## src/shared/fec_ctc_pkg.sv

```systemverilog
package fec_ctc_pkg;

  // ********************************
  // bus geometry
  // ********************************
  localparam int ADDR_W = 20;
  localparam int DATA_W = 32;
  localparam int REG_W = 16;
  localparam logic [1:0] RESP_OKAY = 2'h0;
  localparam logic [1:0] RESP_SLVERR = 2'h2;

  // ********************************
  // register indices, byte address is index times four
  // ********************************
  localparam logic [15:0] IDX_CORR_LOW = 16'h00ac;
  localparam logic [15:0] IDX_CORR_HIGH = 16'h00ad;
  localparam logic [15:0] IDX_UNCORR_LOW = 16'h00ae;
  localparam logic [15:0] IDX_UNCORR_HIGH = 16'h00af;
  localparam logic [15:0] IDX_COMP_CONTROL = 16'h8001;
  localparam logic [15:0] IDX_COMP_STATUS = 16'h8010;

  // ********************************
  // compensation_fifo_control fields
  // ********************************
  localparam logic [15:0] COMP_CONTROL_RESET = 16'hcc4c;
  localparam int DEPTH_SEL_LSB = 12;
  localparam int WMK_SEL_LSB = 10;
  localparam int Q_DROP_BIT = 8;
  localparam logic [2:0] DEPTH_SEL_24 = 3'h3;
  localparam logic [2:0] DEPTH_SEL_16 = 3'h2;
  localparam logic [2:0] DEPTH_SEL_12 = 3'h1;
  localparam logic [2:0] DEPTH_SEL_8 = 3'h0;

  // ********************************
  // watermark levels, as fill of the staging fifo
  // ********************************
  localparam logic [1:0] WMK_LOW = 2'h0;
  localparam logic [1:0] WMK_MID = 2'h1;
  localparam logic [1:0] WMK_MID_HIGH = 2'h2;
  localparam logic [1:0] WMK_HIGH = 2'h3;

  // ********************************
  // compensation status fields
  // ********************************
  localparam int STAT_LEVEL_LSB = 4;
  localparam int STAT_DROPS_LSB = 8;

  // ********************************
  // datapath
  // ********************************
  localparam int STREAM_W = 32;
  localparam int FIFO_DEPTH = 4;

endpackage : fec_ctc_pkg

```

## src/verilog/stream_fifo.sv

```systemverilog
`timescale 1ns/10ps
`default_nettype none
module stream_fifo #(
  parameter int WIDTH = 32,
  parameter int DEPTH = 4,
  parameter int CNT_W = $clog2(DEPTH + 1)
) (
  // clock and reset
  input wire logic clk,
  input wire logic resetn,
  // fill side
  input wire logic in_valid,
  output logic in_ready,
  input wire logic [WIDTH-1:0] in_data,
  // drain side
  output logic out_valid,
  input wire logic out_ready,
  output logic [WIDTH-1:0] out_data,
  // occupancy
  output logic [CNT_W-1:0] count
);
  localparam int PTR_W = (DEPTH > 1) ? $clog2(DEPTH) : 1;
  localparam logic [PTR_W-1:0] LAST = PTR_W'(DEPTH - 1);

  logic [WIDTH-1:0] mem [DEPTH];
  logic [PTR_W-1:0] wr_ptr;
  logic [PTR_W-1:0] rd_ptr;
  wire push = in_valid & in_ready;
  wire pop = out_valid & out_ready;

  assign in_ready = (count != CNT_W'(DEPTH));
  assign out_valid = (count != '0);
  assign out_data = mem[rd_ptr];

  always_ff @(posedge clk or negedge resetn) begin
    if (!resetn) begin
      wr_ptr <= '0;
      rd_ptr <= '0;
      count <= '0;
    end else begin
      if (push) begin
        wr_ptr <= (wr_ptr == LAST) ? '0 : wr_ptr + 1'b1;
      end
      if (pop) begin
        rd_ptr <= (rd_ptr == LAST) ? '0 : rd_ptr + 1'b1;
      end
      if (push && !pop) begin
        count <= count + 1'b1;
      end else if (pop && !push) begin
        count <= count - 1'b1;
      end
    end
  end

  // storage has no reset, it is qualified by count
  always_ff @(posedge clk) begin
    if (push) begin
      mem[wr_ptr] <= in_data;
    end
  end

endmodule : stream_fifo
`default_nettype wire

```

## src/verilog/split_block_counter.sv

```systemverilog
`timescale 1ns/10ps
`default_nettype none
module split_block_counter #(
  parameter int HALF_W = 16
) (
  // clock and reset
  input wire logic clk,
  input wire logic resetn,
  // event and read strobes
  input wire logic event_pulse,
  input wire logic read_low,
  input wire logic read_high,
  // halves as they read now
  output logic [HALF_W-1:0] low_value,
  output logic [HALF_W-1:0] high_value
);
  logic [2*HALF_W-1:0] total;
  logic [HALF_W-1:0] held_high;
  logic held_valid;
  wire at_max = &total;
  // saturate rather than wrap, a wrapped count would look like few errors
  wire [2*HALF_W-1:0] bumped = total + (2*HALF_W)'(event_pulse & ~at_max);
  wire [2*HALF_W-1:0] one_if_event = (2*HALF_W)'(event_pulse);

  assign low_value = total[HALF_W-1:0];
  assign high_value = held_valid ? held_high : total[2*HALF_W-1:HALF_W];

  always_ff @(posedge clk or negedge resetn) begin
    if (!resetn) begin
      total <= '0;
      held_high <= '0;
      held_valid <= 1'b0;
    end else if (read_low) begin
      // whole count leaves; an event in this cycle survives as one
      held_high <= total[2*HALF_W-1:HALF_W];
      held_valid <= 1'b1;
      total <= one_if_event;
    end else if (read_high && held_valid) begin
      held_valid <= 1'b0;
      held_high <= '0;
      total <= bumped;
    end else if (read_high) begin
      total <= {{HALF_W{1'b0}}, total[HALF_W-1:0]} + one_if_event;
    end else begin
      total <= bumped;
    end
  end

endmodule : split_block_counter
`default_nettype wire

```

## src/verilog/fec_ctc_regs.sv

```systemverilog
`timescale 1ns/10ps
`default_nettype none
// How it works
// - corrected high half at 0xAD, clears on read
// - uncorrectable halves at 0xAE/0xAF, clear on read
// - 3-bit depth select, 000 disables compensation
// - q column drop only when enable set
// - corrected low half at 0xAC, clears on read
module fec_ctc_regs (
  // clock and reset
  input wire logic clk,
  input wire logic resetn,
  // axi4-lite write address
  input wire logic s_axi_awvalid,
  output logic s_axi_awready,
  input wire logic [fec_ctc_pkg::ADDR_W-1:0] s_axi_awaddr,
  input wire logic [2:0] s_axi_awprot,
  // axi4-lite write data
  input wire logic s_axi_wvalid,
  output logic s_axi_wready,
  input wire logic [fec_ctc_pkg::DATA_W-1:0] s_axi_wdata,
  input wire logic [3:0] s_axi_wstrb,
  // axi4-lite write response
  output logic s_axi_bvalid,
  input wire logic s_axi_bready,
  output logic [1:0] s_axi_bresp,
  // axi4-lite read address
  input wire logic s_axi_arvalid,
  output logic s_axi_arready,
  input wire logic [fec_ctc_pkg::ADDR_W-1:0] s_axi_araddr,
  input wire logic [2:0] s_axi_arprot,
  // axi4-lite read data
  output logic s_axi_rvalid,
  input wire logic s_axi_rready,
  output logic [fec_ctc_pkg::DATA_W-1:0] s_axi_rdata,
  output logic [1:0] s_axi_rresp,
  // fec decoder events, one per block
  input wire logic corrected_block_event,
  input wire logic uncorrectable_block_event,
  // receive stream in
  input wire logic rx_in_valid,
  output logic rx_in_ready,
  input wire logic [fec_ctc_pkg::STREAM_W-1:0] rx_in_data,
  input wire logic rx_in_q_column,
  // receive stream out
  output logic rx_out_valid,
  input wire logic rx_out_ready,
  output logic [fec_ctc_pkg::STREAM_W-1:0] rx_out_data,
  // compensation settings toward the channel
  output logic [2:0] rx_comp_depth_select,
  output logic [1:0] rx_comp_watermark_select,
  output logic rx_q_column_drop_enable
);
  localparam int CNT_W = $clog2(fec_ctc_pkg::FIFO_DEPTH + 1);
  localparam int AW = fec_ctc_pkg::ADDR_W;

  // ********************************
  // byte addresses
  // ********************************
  localparam logic [AW-1:0] ADDR_CORR_LOW = AW'(fec_ctc_pkg::IDX_CORR_LOW) << 2;
  localparam logic [AW-1:0] ADDR_CORR_HIGH = AW'(fec_ctc_pkg::IDX_CORR_HIGH) << 2;
  localparam logic [AW-1:0] ADDR_UNCORR_LOW = AW'(fec_ctc_pkg::IDX_UNCORR_LOW) << 2;
  localparam logic [AW-1:0] ADDR_UNCORR_HIGH = AW'(fec_ctc_pkg::IDX_UNCORR_HIGH) << 2;
  localparam logic [AW-1:0] ADDR_CONTROL = AW'(fec_ctc_pkg::IDX_COMP_CONTROL) << 2;
  localparam logic [AW-1:0] ADDR_STATUS = AW'(fec_ctc_pkg::IDX_COMP_STATUS) << 2;

  // ********************************
  // write channel
  // ********************************
  logic aw_held;
  logic w_held;
  logic [AW-1:0] wr_addr;
  logic [15:0] wr_data;
  logic [1:0] wr_strb;
  logic [15:0] comp_control;

  wire aw_take = s_axi_awvalid & s_axi_awready;
  wire w_take = s_axi_wvalid & s_axi_wready;
  // a write lands once both halves are held and the last response is gone
  wire wr_fire = aw_held & w_held & ~s_axi_bvalid;
  wire next_aw_held = ~wr_fire & (aw_held | aw_take);
  wire next_w_held = ~wr_fire & (w_held | w_take);
  wire next_bvalid = wr_fire | (s_axi_bvalid & ~s_axi_bready);

  wire wr_hit_control = (wr_addr == ADDR_CONTROL);
  // counters are read-only, writes to them are accepted and dropped
  wire wr_hit_ro = (wr_addr == ADDR_CORR_LOW) | (wr_addr == ADDR_CORR_HIGH)
                 | (wr_addr == ADDR_UNCORR_LOW) | (wr_addr == ADDR_UNCORR_HIGH)
                 | (wr_addr == ADDR_STATUS);
  wire wr_mapped = wr_hit_control | wr_hit_ro;
  wire [15:0] strb_mask = {{8{wr_strb[1]}}, {8{wr_strb[0]}}};
  wire [15:0] next_comp_control = (wr_fire & wr_hit_control)
                                ? ((comp_control & ~strb_mask) | (wr_data & strb_mask))
                                : comp_control;

  always_ff @(posedge clk or negedge resetn) begin
    if (!resetn) begin
      aw_held <= 1'b0;
      w_held <= 1'b0;
      wr_addr <= '0;
      wr_data <= '0;
      wr_strb <= '0;
      s_axi_awready <= 1'b1;
      s_axi_wready <= 1'b1;
      s_axi_bvalid <= 1'b0;
      s_axi_bresp <= fec_ctc_pkg::RESP_OKAY;
      comp_control <= fec_ctc_pkg::COMP_CONTROL_RESET;
    end else begin
      aw_held <= next_aw_held;
      w_held <= next_w_held;
      if (aw_take) begin
        wr_addr <= s_axi_awaddr;
      end
      if (w_take) begin
        wr_data <= s_axi_wdata[15:0];
        wr_strb <= s_axi_wstrb[1:0];
      end
      s_axi_awready <= ~next_aw_held & ~next_bvalid;
      s_axi_wready <= ~next_w_held & ~next_bvalid;
      s_axi_bvalid <= next_bvalid;
      if (wr_fire) begin
        s_axi_bresp <= wr_mapped ? fec_ctc_pkg::RESP_OKAY : fec_ctc_pkg::RESP_SLVERR;
      end
      comp_control <= next_comp_control;
    end
  end

  // ********************************
  // compensation settings
  // ********************************
  wire [2:0] depth_sel = comp_control[fec_ctc_pkg::DEPTH_SEL_LSB +: 3];
  wire [1:0] wmk_sel = comp_control[fec_ctc_pkg::WMK_SEL_LSB +: 2];
  wire q_drop_en = comp_control[fec_ctc_pkg::Q_DROP_BIT];
  // depth 000 turns compensation off whatever the other fields hold
  wire comp_enabled = (depth_sel != fec_ctc_pkg::DEPTH_SEL_8);
  wire depth_32 = depth_sel[2];

  assign rx_comp_depth_select = comp_control[fec_ctc_pkg::DEPTH_SEL_LSB +: 3];
  assign rx_comp_watermark_select = comp_control[fec_ctc_pkg::WMK_SEL_LSB +: 2];
  assign rx_q_column_drop_enable = comp_control[fec_ctc_pkg::Q_DROP_BIT];

  // depths of 12 and below have no choice of threshold
  wire [1:0] level_32 = wmk_sel;
  wire [1:0] level_24 = (wmk_sel == 2'h3) ? fec_ctc_pkg::WMK_HIGH
                      : (wmk_sel == 2'h2) ? fec_ctc_pkg::WMK_MID
                      : fec_ctc_pkg::WMK_LOW;
  wire [1:0] level_16 = wmk_sel[1] ? fec_ctc_pkg::WMK_HIGH : fec_ctc_pkg::WMK_LOW;
  wire [1:0] wmk_level = depth_32 ? level_32
                       : (depth_sel == fec_ctc_pkg::DEPTH_SEL_24) ? level_24
                       : (depth_sel == fec_ctc_pkg::DEPTH_SEL_16) ? level_16
                       : fec_ctc_pkg::WMK_HIGH;
  // level n means the staging fifo holds more than n words
  wire [CNT_W-1:0] wmk_fill = CNT_W'(wmk_level) + CNT_W'(1);

  // ********************************
  // receive path with q column drop
  // ********************************
  logic hold_valid;
  logic hold_q;
  logic [fec_ctc_pkg::STREAM_W-1:0] hold_data;
  logic [7:0] drop_count;
  logic fifo_in_ready;
  logic fifo_out_valid;
  logic [fec_ctc_pkg::STREAM_W-1:0] fifo_out_data;
  logic [CNT_W-1:0] fifo_count;

  wire in_take = rx_in_valid & rx_in_ready;
  // a q column goes only once the staging fifo has reached the mark;
  // below it every word is kept so the output does not run dry
  wire drop_hold = hold_valid & hold_q & q_drop_en & comp_enabled
                 & (fifo_count >= wmk_fill);
  wire fifo_push = hold_valid & ~drop_hold;
  wire hold_leaves = drop_hold | (fifo_push & fifo_in_ready);
  wire next_hold_valid = in_take | (hold_valid & ~hold_leaves);
  // output stage refills as soon as it empties or drains
  wire out_load = ~rx_out_valid | rx_out_ready;
  wire fifo_pop = fifo_out_valid & out_load;

  // only the hold stage fills the staging fifo
  stream_fifo #(
    .WIDTH(fec_ctc_pkg::STREAM_W),
    .DEPTH(fec_ctc_pkg::FIFO_DEPTH),
    .CNT_W(CNT_W)
  ) u_staging (
    .clk(clk),
    .resetn(resetn),
    .in_valid(fifo_push),
    .in_ready(fifo_in_ready),
    .in_data(hold_data),
    .out_valid(fifo_out_valid),
    .out_ready(out_load),
    .out_data(fifo_out_data),
    .count(fifo_count)
  );

  // ready is a flop, so the hold stage accepts every other cycle at most
  always_ff @(posedge clk or negedge resetn) begin
    if (!resetn) begin
      hold_valid <= 1'b0;
      hold_q <= 1'b0;
      hold_data <= '0;
      rx_in_ready <= 1'b1;
      rx_out_valid <= 1'b0;
      rx_out_data <= '0;
      drop_count <= '0;
    end else begin
      hold_valid <= next_hold_valid;
      rx_in_ready <= ~next_hold_valid;
      if (in_take) begin
        hold_data <= rx_in_data;
        hold_q <= rx_in_q_column;
      end
      if (out_load) begin
        rx_out_valid <= fifo_out_valid;
      end
      if (fifo_pop) begin
        rx_out_data <= fifo_out_data;
      end
      if (drop_hold && drop_count != 8'hff) begin
        drop_count <= drop_count + 8'h01;
      end
    end
  end

  // ********************************
  // statistics counters
  // ********************************
  logic [15:0] corr_low;
  logic [15:0] corr_high;
  logic [15:0] uncorr_low;
  logic [15:0] uncorr_high;

  wire ar_take = s_axi_arvalid & s_axi_arready;
  wire rd_corr_low = (s_axi_araddr == ADDR_CORR_LOW);
  wire rd_corr_high = (s_axi_araddr == ADDR_CORR_HIGH);
  wire rd_uncorr_low = (s_axi_araddr == ADDR_UNCORR_LOW);
  wire rd_uncorr_high = (s_axi_araddr == ADDR_UNCORR_HIGH);
  wire rd_control = (s_axi_araddr == ADDR_CONTROL);
  wire rd_status = (s_axi_araddr == ADDR_STATUS);
  wire rd_mapped = rd_corr_low | rd_corr_high | rd_uncorr_low | rd_uncorr_high
                 | rd_control | rd_status;

  // each counter sets its high half aside once the low half is read
  split_block_counter #(
    .HALF_W(fec_ctc_pkg::REG_W)
  ) u_corrected (
    .clk(clk),
    .resetn(resetn),
    .event_pulse(corrected_block_event),
    .read_low(ar_take & rd_corr_low),
    .read_high(ar_take & rd_corr_high),
    .low_value(corr_low),
    .high_value(corr_high)
  );

  split_block_counter #(
    .HALF_W(fec_ctc_pkg::REG_W)
  ) u_uncorrectable (
    .clk(clk),
    .resetn(resetn),
    .event_pulse(uncorrectable_block_event),
    .read_low(ar_take & rd_uncorr_low),
    .read_high(ar_take & rd_uncorr_high),
    .low_value(uncorr_low),
    .high_value(uncorr_high)
  );

  // ********************************
  // read channel
  // ********************************
  // status fields at their package positions, gaps read as zero
  wire [15:0] status_word = (16'(drop_count) << fec_ctc_pkg::STAT_DROPS_LSB)
                          | (16'(wmk_level) << fec_ctc_pkg::STAT_LEVEL_LSB)
                          | 16'(fifo_count);
  wire [15:0] rd_word = rd_corr_low ? corr_low
                      : rd_corr_high ? corr_high
                      : rd_uncorr_low ? uncorr_low
                      : rd_uncorr_high ? uncorr_high
                      : rd_control ? comp_control
                      : rd_status ? status_word
                      : 16'h0000;
  // counters clear at the address handshake, so a refused read loses nothing
  wire next_rvalid = ar_take | (s_axi_rvalid & ~s_axi_rready);

  always_ff @(posedge clk or negedge resetn) begin
    if (!resetn) begin
      s_axi_arready <= 1'b1;
      s_axi_rvalid <= 1'b0;
      s_axi_rdata <= '0;
      s_axi_rresp <= fec_ctc_pkg::RESP_OKAY;
    end else begin
      s_axi_arready <= ~next_rvalid;
      s_axi_rvalid <= next_rvalid;
      if (ar_take) begin
        s_axi_rdata <= {16'h0000, rd_word};
        s_axi_rresp <= rd_mapped ? fec_ctc_pkg::RESP_OKAY : fec_ctc_pkg::RESP_SLVERR;
      end
    end
  end

endmodule : fec_ctc_regs
`default_nettype wire

```

## config.mk

```make
export PLATFORM = sky130hd
export DESIGN_NAME = fec_ctc_regs
export DESIGN_NICKNAME = d
export VERILOG_FILES = /design/src/shared/fec_ctc_pkg.sv /design/src/verilog/stream_fifo.sv /design/src/verilog/split_block_counter.sv /design/src/verilog/fec_ctc_regs.sv
export SDC_FILE = /design/constraint.sdc
export NUM_CORES = 1
export LEC_CHECK = 0
export BUFFER_PORTS_ARGS = -buffer_cell sky130_fd_sc_hd__buf_2
export CAP_MARGIN = 20
export CORE_ASPECT_RATIO = 1.75
export CORE_MARGIN = 5
export CORE_UTILIZATION = 40
export CTS_BUF_LIST = sky130_fd_sc_hd__clkbuf_8 sky130_fd_sc_hd__clkbuf_16
export CTS_CLUSTER_DIAMETER = 100
export DETAILED_ROUTE_END_ITERATION = 8
export GPL_TIMING_DRIVEN = 0
export PLACE_DENSITY_LB_ADDON = 0.2
export SETUP_SLACK_MARGIN = 0.02
export SKIP_CTS_REPAIR_TIMING = 1
export SLEW_MARGIN = 25
export SYNTH_ARGS = -nofsm -noshare
export SYNTH_HDL_FRONTEND = slang
export SYNTH_HIERARCHICAL = 1
export SYNTH_SLANG_ARGS = --single-unit
```

## constraint.sdc

```tcl
create_clock -name clk -period 3 [get_ports clk]
set_input_delay 0.3 -clock clk [delete_from_list [all_inputs] [get_ports clk]]
set_output_delay 0.3 -clock clk [all_outputs]
set_load 0.05 [all_outputs]
```

# ---- After elaboration in Yosys (flattened, before gate mapping)
# Memories as Yosys holds them, arrays and structs flattened. A register that Yosys moved wholly into a read port is not among the register bits.
# Cells that the tools add are included.
dict set report totals {
  regBits 230
  ram_bits 128
  elab_cells 176
  memories 1
}
dict set report op_classes {
  n_addsub 10
  magnitude_cmp 1
  eq_ne 20
  n_mux 36
  n_bitwise 64
  reduce_logical 15
}
# name depth word_bits rd rd_clocked_by_memory_dff wr line_no
set mem_list {}
lappend mem_list {u_staging.mem 4 32 1 1 1 stream_fifo.sv:25} ;# logic [WIDTH-1:0] mem [DEPTH];
# operator n
set op_table {}
lappend op_table {{$mux W16} 12}
lappend op_table {{$mux W32} 6}
lappend op_table {{$eq A20 B10 Y1 const B} 8}
lappend op_table {{$eq A20 B18 Y1 const B} 4}
lappend op_table {{$add A32 B32 Y32} 2}
lappend op_table {{$and A1 B32 Y32} 2}
lappend op_table {{$not A1 Y32} 2}
lappend op_table {{$reduce_and A32 Y1} 2}
lappend op_table {{$add A16 B1 Y17} 2}
lappend op_table {{$and A16 B16 Y16} 2}
lappend op_table {{$and A1 B1 Y1} 25}
lappend op_table {{$mux W2} 9}
lappend op_table {{$or A1 B1 Y1} 17}
lappend op_table {{$not A16 Y16} 1}
lappend op_table {{$or A16 B16 Y16} 1}
lappend op_table {{$or A16 B3 Y16} 1}
lappend op_table {{$or A16 B6 Y16} 1}
lappend op_table {{$not A1 Y1} 12}
lappend op_table {{$add A8 B1 Y8 const B} 1}
lappend op_table {{$eq A2 B2 Y1 const B} 4}
lappend op_table {{$ne A8 B8 Y1 const B} 1}
lappend op_table {{$mux W1} 7}
lappend op_table {{$eq A3 B2 Y1 const B} 2}
lappend op_table {{$mux W3} 2}
lappend op_table {{10 further kinds} 20}

# ---- Depth between registers and ports, before layout
# Gate-level depths: netlist of the first run.
dict set report depth {
  depth_word 16
  ltp_mapped 19
  ltp_nobuf 18
}

# ---- Hierarchy
# Netlist of the first run, hierarchy kept.
# mod n_inst cells_per_inst area_each_um2
set by_module_without_submodules {}
lappend by_module_without_submodules {fec_ctc_regs 1 607 7180.6}
lappend by_module_without_submodules {split_block_counter 2 252 2671.3}
lappend by_module_without_submodules {stream_fifo 1 205 5106.1}

# ---- Least setup slack after synthesis of the first run
# OpenSTA, ideal clock, no wires.
dict set report synth_path {
  path_kind {reg2reg}
  start {reg (tool-made name)}
  end {mem u_staging.mem[3][0] (enable)}
  setup_time_ps 392
  t_arrival_ps 2893
  required_time_ps 2608
  slack_ps -285
  path_stages_with_launch 15
  period_less_slack_ps 3285
  path_cell_list {dfstp_2 clkbuf_1 nor2_1 nand2_1 o21a_1 inv_1 ha_1 nand2b_1 a21oi_1 nor2b_1 nor2_1 o31ai_1 inv_1 a21boi_2 and2_1}
}
# element line_no
set synth_lines {}
lappend synth_lines {{end, declared} stream_fifo.sv:25}

==> results of run 1 <==
[kinds of logic after synthesis]
group                    Yosys count  share of synthesized area
adder cells (fa/ha/maj)           19                    0.01391
AO/OA/AOI/OAI                    189                    0.06941
XOR/XNOR                          62                    0.03080
buffers and inverters            147                    0.04890
other                              1                  0.0002127
multiplexers                     199                     0.1485
AND/OR/NAND/NOR                  311                     0.1004
flip-flops                       388                     0.5879
[area by class of cell]
class	instances	share of cell area
flip-flops and latches	388	0.4846
multi-input cells	810	0.3127
repair buffers	229	0.07004
clock buffers	42	0.04806
plain buffers	118	0.03590
well taps	566	0.03309
clock inverters	29	0.01047
inverters	28	0.005145
[layer usage]
metal,part of all wire,global-route usage,up-vias
met2,0.58,0.3343,249
met5,0,0,-
li1,-,-,5369
met3,0.035,0.02377,66
met1,0.36,0.1954,5788
met4,0.028,0.05543,0
[power by group through the flow]
stage	sequential, mW	clock [mW]	combinational, mW
4_1_cts	7.60	4.96	4.77
5_1_grt	7.75	5.16	5.42
3_3_place_gp	7.63	0	4.67
6_report	7.59	4.79	5.03
3_5_place_dp	7.70	0	4.76
2_1_floorplan	8.47	0	2.64
[cells in the mapped netlist, drive strengths merged, types with 9 or more instances]
| cell type | n |
|---|---|
| a211oi | 9 |
| a21oi | 77 |
| a22o | 41 |
| and2 | 10 |
| buf | 83 |
| clkbuf | 36 |
| dfrtp | 249 |
| dfstp | 11 |
| edfxtp | 128 |
| ha | 18 |
| inv | 27 |
| mux2 | 157 |
| mux2i | 10 |
| mux4 | 32 |
| nand2 | 41 |
| nand2b | 20 |
| nand3 | 30 |
| nand4 | 22 |
| nor2 | 83 |
| nor3 | 22 |
| nor4 | 18 |
| o21ai | 22 |
| o22ai | 12 |
| or3 | 10 |
| xnor2 | 32 |
| xor2 | 30 |
[metrics by stage]
step	total power, mW	TNS, ps	area (µm²)
6_report	17.41	-43.97	21400
4_1_cts	17.33	-76260	20600
5_1_grt	18.33	-4675	21400
3_5_place_dp	12.47	-88120	19350
2_1_floorplan	11.11	0	17730
3_3_place_gp	12.30	-965370	19250
[worst max-delay path: cells and delay by family (launching register included)]
family          cells  cell delay [ps]
flops               1              540
simple gates        5              370
mux                 1              270
buf+inv             4              260
compound gates      4              620
fa+ha+maj           3              850
[path summary, 6_finish.rpt]
path | to | slack (ps) | cells after the start | startpoint
worst max-delay path | u_staging/count[1] | -30 | 17 | register
worst min-delay path | s_axi_rvalid | -10 | 2 | s_axi_rready
worst max register to register | u_staging/count[1] | -30 | 17 | register
worst min register to register | s_axi_awready | 440 | 1 | aw_held
max in group asynchronous | asynchronous set/reset pin | 1520 | 4 | resetn
min in group asynchronous | rx_out_data[5] | 280 | 2 | resetn
[flip-flops by register name, summed over array words and instances, names as in the netlist, 2 cells and up, named ones only]
name                       cells
u_staging/count                3
u_staging/wr_ptr               2
u_corrected/held_high         16
wr_data                       16
u_staging/mem                128
u_uncorrectable/held_high     16
u_staging/rd_ptr               2
u_uncorrectable/total         32
drop_count                     8
rx_out_data                   32
s_axi_rdata                   16
u_corrected/total             32
wr_addr                       20
wr_strb                        2
hold_data                     32
==> results.sh, run 1 <==
export IMPL_multi_input_area_um2=6693
export IMPL_yosys_warnings=6
export IMPL_core_um2=43470
export IMPL_hpwl_mm=31.13
export IMPL_dpl_worst_slack_ps=-673.9
export IMPL_dp_cells=2066
export IMPL_synth_area_um2=17630
export IMPL_synthArstFlopShare=0.6701
export IMPL_synthFlopType="dfrtp_1"
export IMPL_synth_top_area_share=0.3534
export IMPL_arrival_ps=3460
export IMPL_first_pass_iters=5
export IMPL_power_internal_mw=11.76
export IMPL_layout_common_cells="dfrtp_1, buf_2, mux2_2, edfxtp_1, nor2_1"
export IMPL_cts_tree="built"
export IMPL_power_frac_comb=0.289
export IMPL_final_min_clock_period_ps=3031
export IMPL_relSlewSlack=0.5038
export IMPL_hold_path_class="in2reg"
export IMPL_ioPinCount=207
export IMPL_fillers=3914
export IMPL_die_area_um2=48540
export IMPL_finalSetupViolCount=2
export IMPL_regArea_um2=10370
export IMPL_ir_drop_mv=0.5405
export IMPL_wire_per_inst_um=20.34
export IMPL_cts_buffer_depth=3
export IMPL_die_width_um=168.7
export IMPL_antenna_left=0
export IMPL_drt_iter0_markers=497
export IMPL_syn2layout_area_growth_pct=21.39
export IMPL_root_buffer="clkbuf_16"
export IMPL_grtUsageTotal=0.1737
export IMPL_synth_area_leaders="dfrtp_1, edfxtp_1, mux2_2, mux4_2, buf_4"
export IMPL_clock_sinks=388
export IMPL_grt_overflow_total=0
export IMPL_cp_cell_sequence="buf_8 > nor2_2 > nand2_1 > o21a_1 > inv_1 > ha_1 > nand2b_4 > a21oi_2 > nor2b_2 > nor2_1 > o31ai_2 > inv_1 > a21boi_4 > ha_4 > inv_2 > fa_2 > mux2_4"
export IMPL_ys_seq_elements=388
export IMPL_critPathMostFrequentCell="inv_1"
export IMPL_clock_latency_ps=540
export IMPL_nNetsFinal=1759
export IMPL_final_cell_count_no_fill=2210
export IMPL_period_share=1.010
export IMPL_antenna_found_initial=0
export IMPL_slowest_delay_ps=540
export IMPL_path_class="reg2reg"
export IMPL_fin_ws_ps=-30.99
export IMPL_max_clock_freq_mhz=329.9
export IMPL_synth_cells=1316
export IMPL_cts_max_level=2
export IMPL_cts_buffers=39
export IMPL_crit_path_start_kind="register"
export IMPL_antenna_cells=0
export IMPL_grt_pass1_vias=11730
export IMPL_std_cell_rows=101
export IMPL_avgSynthCellArea_um2=13.40
export IMPL_synth_top_area_cell="dfrtp_1"
export IMPL_endpoint_kind="register"
export IMPL_via_count=11470
export IMPL_start_util=0.4055
export IMPL_p_leak_nw=9.018
export IMPL_mostFrequentLayoutCell="dfrtp_1"
export IMPL_p_clk_frac=0.275
export IMPL_die_h_um=287.7
export IMPL_fin_skew_ps=19.62
export IMPL_drc=0
export IMPL_switching_share=0.3246
export IMPL_rsz0062_at_grt="yes"
export IMPL_required_ps=3430
export IMPL_whs_ps=-9.976
export IMPL_power_frac_seq=0.436
export IMPL_synth_edf_count=128
export IMPL_wl_mm=44.96
export IMPL_slew_violations=0
export IMPL_power_switching_mw=5.652
export IMPL_outcome="finished, violations left"
export IMPL_clk_pin_slew_ps=60
export IMPL_final_core_util=0.4923
export IMPL_io_buffers=164
export IMPL_max_slew_worst_pin_slew_ps=744.3
export IMPL_critPathSlowestCell="dfstp_2"
export IMPL_grt_max_degree=85
export IMPL_path_max_fanout=4
export IMPL_maxCapViolations=0
export IMPL_drive_gt1_frac=0.3564
export IMPL_violations="hold timing, setup timing"
export IMPL_ys_seq_area_frac=0.5879
export IMPL_via_per_inst=5.191
export IMPL_synth_cell_type_count=73
export IMPL_globalplace_congestion=0.8990
export IMPL_grt_pass1_wl_mm=66.65
export IMPL_power_density_nw_per_um2=813.6
export IMPL_hold_violations=1
(Power assumes the default switching activity.)
==> inputs of run 2 (changes only) <==
Clock period 3 ns to 3.4 ns, I/O delays scaled along.
==> results.sh, run 2 (synthesis gave the netlist of run 1 again) <==
export IMPL_layout_common_cells="dfrtp_1, buf_2, mux2_2, edfxtp_1, nor2_1"
export IMPL_std_cell_rows=101
export IMPL_antenna_found_initial=0
export IMPL_cts_tree="built"
export IMPL_clk_pin_slew_ps=60
export IMPL_fillers=3966
export IMPL_setup_tns_ps=0
export IMPL_grt_pass1_vias=11800
export IMPL_hold_violations=0
export IMPL_mostFrequentLayoutCell="dfrtp_1"
export IMPL_top_register="u_staging/mem"
export IMPL_grt_max_degree=86
export IMPL_power_density_nw_per_um2=737.0
export IMPL_crit_path_start_kind="register"
export IMPL_die_h_um=287.7
export IMPL_path_max_fanout=19
export IMPL_arrival_ps=3360
export IMPL_syn2layout_area_growth_pct=18.02
export IMPL_required_ps=3620
export IMPL_grtUsageTotal=0.1744
export IMPL_drc=0
export IMPL_outcome="finished, final reports clean"
export IMPL_io_buffers=164
export IMPL_antenna_cells=0
export IMPL_fin_ws_ps=262.0
export IMPL_dpl_worst_slack_ps=-345.7
export IMPL_clock_sinks=388
export IMPL_via_count=11160
export IMPL_ioPinCount=207
export IMPL_finalSetupViolCount=0
export IMPL_fin_skew_ps=15.57
export IMPL_grt_pass1_wl_mm=66.67
export IMPL_critPathSlowestCell="dfstp_2"
export IMPL_p_leak_nw=8.758
export IMPL_max_slew_worst_pin_slew_ps=745.9
export IMPL_final_min_clock_period_ps=3138
export IMPL_period_share=0.9229
export IMPL_wl_mm=42.63
export IMPL_core_um2=43470
export IMPL_max_clock_freq_mhz=318.7
export IMPL_crit_cells=15
export IMPL_cts_buffer_depth=3
export IMPL_slowest_delay_ps=570
export IMPL_root_buffer="clkbuf_16"
export IMPL_relSlewSlack=0.4981
export IMPL_antenna_left=0
export IMPL_postPlaceCellArea_um2=19400
export IMPL_cts_max_level=2
export IMPL_drt_iter0_markers=486
export IMPL_largest_register_ffs=128
export IMPL_die_width_um=168.7
export IMPL_multi_input_area_um2=6496
export IMPL_die_area_um2=48540
export IMPL_first_pass_iters=5
export IMPL_whs_path_depth=2
export IMPL_endpoint_kind="register"
export IMPL_grt_overflow_total=0
export IMPL_cpLargestDelayFamily="simple AND/OR/NAND/NOR gates"
export IMPL_cp_buffers_inverters=4
export IMPL_drive_gt1_frac=0.3540
export IMPL_regArea_um2=10360
export IMPL_ir_drop_mv=0.4478
export IMPL_cts_buffers=39
export IMPL_slew_violations=0
export IMPL_globalplace_congestion=0.8732
export IMPL_clock_latency_ps=540
export IMPL_start_util=0.4055
export IMPL_wire_per_inst_um=19.87
export IMPL_hold_path_class="in2reg"
export IMPL_worst_r2r_cell_count=15
export IMPL_via_per_inst=5.202
export IMPL_nNetsFinal=1694
export IMPL_maxCapViolations=0
export IMPL_hpwl_mm=31.30
export IMPL_rsz0062_at_grt="no"
export IMPL_post_route_cell_area_um2=20810
export IMPL_path_class="reg2reg"
export IMPL_cp_cell_sequence="nor2_1 > nand2_1 > o21a_1 > inv_1 > ha_1 > nand2b_1 > a21oi_1 > nor2b_1 > nor2_1 > o31ai_2 > inv_1 > a21boi_4 > buf_4 > and2_2 > buf_12"
==> run 2: changes by cell type in the layout (fill, tap and decap cells not counted), moves of 5 or more <==
cell and delta:
and2_4 -16, buf_4 -10, clkinv_2 +5, dfrtp_1 +5, dfrtp_2 -5, dlygate4sd3_1 -47
inv_1 -6
==> run 2: worst reg2reg max path, cell delays in order (launching register included) <==
cell	delay (ps)
dfstp_2	570
nor2_1	50
nand2_1	60
o21a_1	140
inv_1	50
ha_1	260
nand2b_1	140
a21oi_1	150
nor2b_1	80
nor2_1	120
o31ai_2	100
inv_1	60
a21boi_4	190
buf_4	150
and2_2	420
buf_12	240
==> run 2: where the power goes <==
| part | switching, mW | leakage, nW | internal [mW] |
|---|---|---|---|
| Sequential | 0.643 | 4.45 | 6.04 |
| Combinational | 2.38 | 3.62 | 1.79 |
| Clock | 1.84 | 0.687 | 2.65 |
==> run 2: final cells by class <==
class                   count  area share
flip-flops and latches    388      0.4981
plain buffers             118     0.03602
clock inverters            26     0.01323
well taps                 566     0.03404
inverters                  28    0.005292
multi-input cells         798      0.3122
clock buffers              45     0.05142
repair buffers            176     0.04967
==> run 2: final timing paths <==
| check | to | from | slack [ps] |
|---|---|---|---|
| min in group asynchronous | hold_data[7] | resetn | 290 |
| max in group asynchronous | asynchronous set/reset pin | resetn | 2020 |
| worst min-delay path | s_axi_rvalid | s_axi_rready | 8 |
| worst max-delay path | u_staging/mem[1][7] | register | 260 |
| worst min register to register | s_axi_awready | aw_held | 450 |
| worst max register to register | u_staging/mem[1][7] | register | 260 |
==> run 2: metal layers <==
layer	vias up	track usage	routed length (µm)
li1	5227	-	-
met1	5573	0.1962	15740
met2	274	0.3262	23280
met3	85	0.02377	1665
met4	0	0.07431	1950
met5	-	0	0
==> run 2: stage by stage <==
stage | util | total power, mW | hold WS, ps | instances
6_report | 0.4786 | 15.33 | 8.171 | 2145
5_1_grt | 0.4786 | 16.16 | 3.650 | 2145
4_1_cts | 0.4772 | 15.58 | -308.1 | 2141
3_5_place_dp | 0.4463 | 11.03 | 268.0 | 2070
3_3_place_gp | 0.4422 | 10.85 | 420.5 | 2063
2_1_floorplan | - | 9.787 | 44.41 | 1333
==> inputs of run 3 (changes only) <==
Settings changed: GPL_TIMING_DRIVEN 0 to unset.
==> results.sh, run 3 (synthesis gave the netlist of run 1 again) <==
export IMPL_cts_buffers=39
export IMPL_outcome="finished, final reports clean"
export IMPL_grt_pass1_vias=11400
export IMPL_grt_pass1_wl_mm=64.27
export IMPL_rsz0062_at_grt="no"
export IMPL_path_max_fanout=5
export IMPL_die_h_um=287.7
export IMPL_start_util=0.4055
export IMPL_required_ps=3830
export IMPL_grtUsageTotal=0.1672
export IMPL_root_buffer="clkbuf_16"
export IMPL_die_width_um=168.7
export IMPL_drt_met1_wl_mm=15.83
export IMPL_final_cell_count_no_fill=2068
export IMPL_grt_overflow_total=0
export IMPL_power_density_nw_per_um2=738.3
export IMPL_worstReg2RegEnd="u_staging/count[1]"
export IMPL_nNetsFinal=1615
export IMPL_relSlewSlack=0.3984
export IMPL_regArea_um2=10360
export IMPL_grt_max_degree=91
export IMPL_cts_buffer_depth=3
export IMPL_ioPinCount=207
export IMPL_clock_sinks=388
export IMPL_reg2reg_slack_ps=300
export IMPL_wire_per_inst_um=19.82
export IMPL_dp_cells=1992
export IMPL_wl_mm=41.00
export IMPL_via_per_inst=5.284
export IMPL_hold_violations=0
export IMPL_whs_ps=26.60
export IMPL_hold_path_endpoint="wr_strb[1]"
export IMPL_drt_iter0_markers=591
export IMPL_core_um2=43470
export IMPL_arrival_ps=3530
export IMPL_p_leak_nw=8.463
export IMPL_crit_path_start_kind="register"
export IMPL_whs_path_depth=2
export IMPL_final_core_util=0.4656
export IMPL_fillers=3969
export IMPL_mostFrequentLayoutCell="dfrtp_1"
export IMPL_via_count=10930
export IMPL_cts_tree="built"
export IMPL_maxCapViolations=0
export IMPL_period_share=0.9130
export IMPL_hpwl_mm=28.18
export IMPL_max_clock_freq_mhz=322.2
export IMPL_wl_met2_mm=21.60
export IMPL_slew_violations=0
export IMPL_clk_pin_slew_ps=70
export IMPL_ir_drop_mv=0.6750
export IMPL_first_pass_iters=5
export IMPL_drc=0
export IMPL_drive_gt1_frac=0.3444
export IMPL_setup_tns_ps=0
export IMPL_clock_latency_ps=540
export IMPL_cts_max_level=2
export IMPL_layout_common_cells="dfrtp_1, buf_2, mux2_2, edfxtp_1, nor2_1"
export IMPL_globalplace_congestion=0.8337
export IMPL_fin_skew_ps=24.16
export IMPL_largest_register_ffs=128
export IMPL_io_buffers=164
export IMPL_post_route_cell_area_um2=20240
export IMPL_max_slew_worst_pin_slew_ps=900.2
export IMPL_top_register="u_staging/mem"
export IMPL_std_cell_rows=101
export IMPL_min_from="s_axi_wstrb[1]"
export IMPL_top_layer="met4"
export IMPL_finalSetupViolCount=0
export IMPL_postPlaceCellArea_um2=18880
export IMPL_final_min_clock_period_ps=3104
export IMPL_antenna_found_initial=1
export IMPL_hold_path_class="in2reg"
export IMPL_antenna_left=0
export IMPL_wl_met3_mm=1.601
export IMPL_worst_r2r_cell_count=16
export IMPL_die_area_um2=48540
export IMPL_multi_input_area_um2=6477
export IMPL_path_class="reg2reg"
export IMPL_syn2layout_area_growth_pct=14.81
export IMPL_endpoint_kind="register"
==> run 3: worst max path at each step <==
stage,startpoint,end,slack (ps),cells after the start
after global placement,register,u_staging/count[1],190,16
after global routing,register,u_staging/count[2],40,18
after floorplan,register,u_staging/mem[3][0],120,14
final,register,u_staging/count[1],300,16
after detailed placement,register,u_staging/count[1],160,16
after CTS,register,u_staging/count[1],120,16
==> run 3: area by class of cell <==
type | count | area share
Tap cell | 566 | 0.03499
Inverter | 28 | 0.005440
Clock buffer | 47 | 0.05421
Antenna cell | 1 | 0.0001236
Clock inverter | 25 | 0.01107
Sequential cell | 388 | 0.5121
Timing Repair Buffer | 215 | 0.06206
Multi-Input combinational cell | 798 | 0.3200
==> run 3: power by group <==
part	total, mW	switching (mW)	internal (mW)
registers	6.74	0.698	6.04
logic	3.83	2.24	1.59
clock network	4.37	1.83	2.54
==> run 3: worst max-delay path, stage by stage (launching register included) <==
cell and delay [ps]:
dfstp_2 560, nor2_1 50, nand2_1 60, o21a_1 140, inv_1 50, ha_1 250, nand2b_1 90, a21oi_1 60
nor2b_1 150, nor2_1 70, o31ai_2 300, inv_1 60, a21boi_2 160, ha_1 230, inv_1 70, fa_1 410
mux2_2 270
==> run 3: through the flow <==
step / setup slack, ps / power [mW]
floorplan: 115.4 / 9.787
global placement: 191.5 / 10.66
detailed placement: 158.7 / 10.77
CTS: 124.7 / 15.21
global route: 40.90 / 15.78
finish: 295.9 / 14.94
==> run 3: metal layers <==
metal / vias to the layer above / GRT usage
met2: 266 / 0.3013
met4: 0 / 0.07878
met5: - / 0
met1: 5490 / 0.1938
met3: 94 / 0.02487
li1: 5078 / -
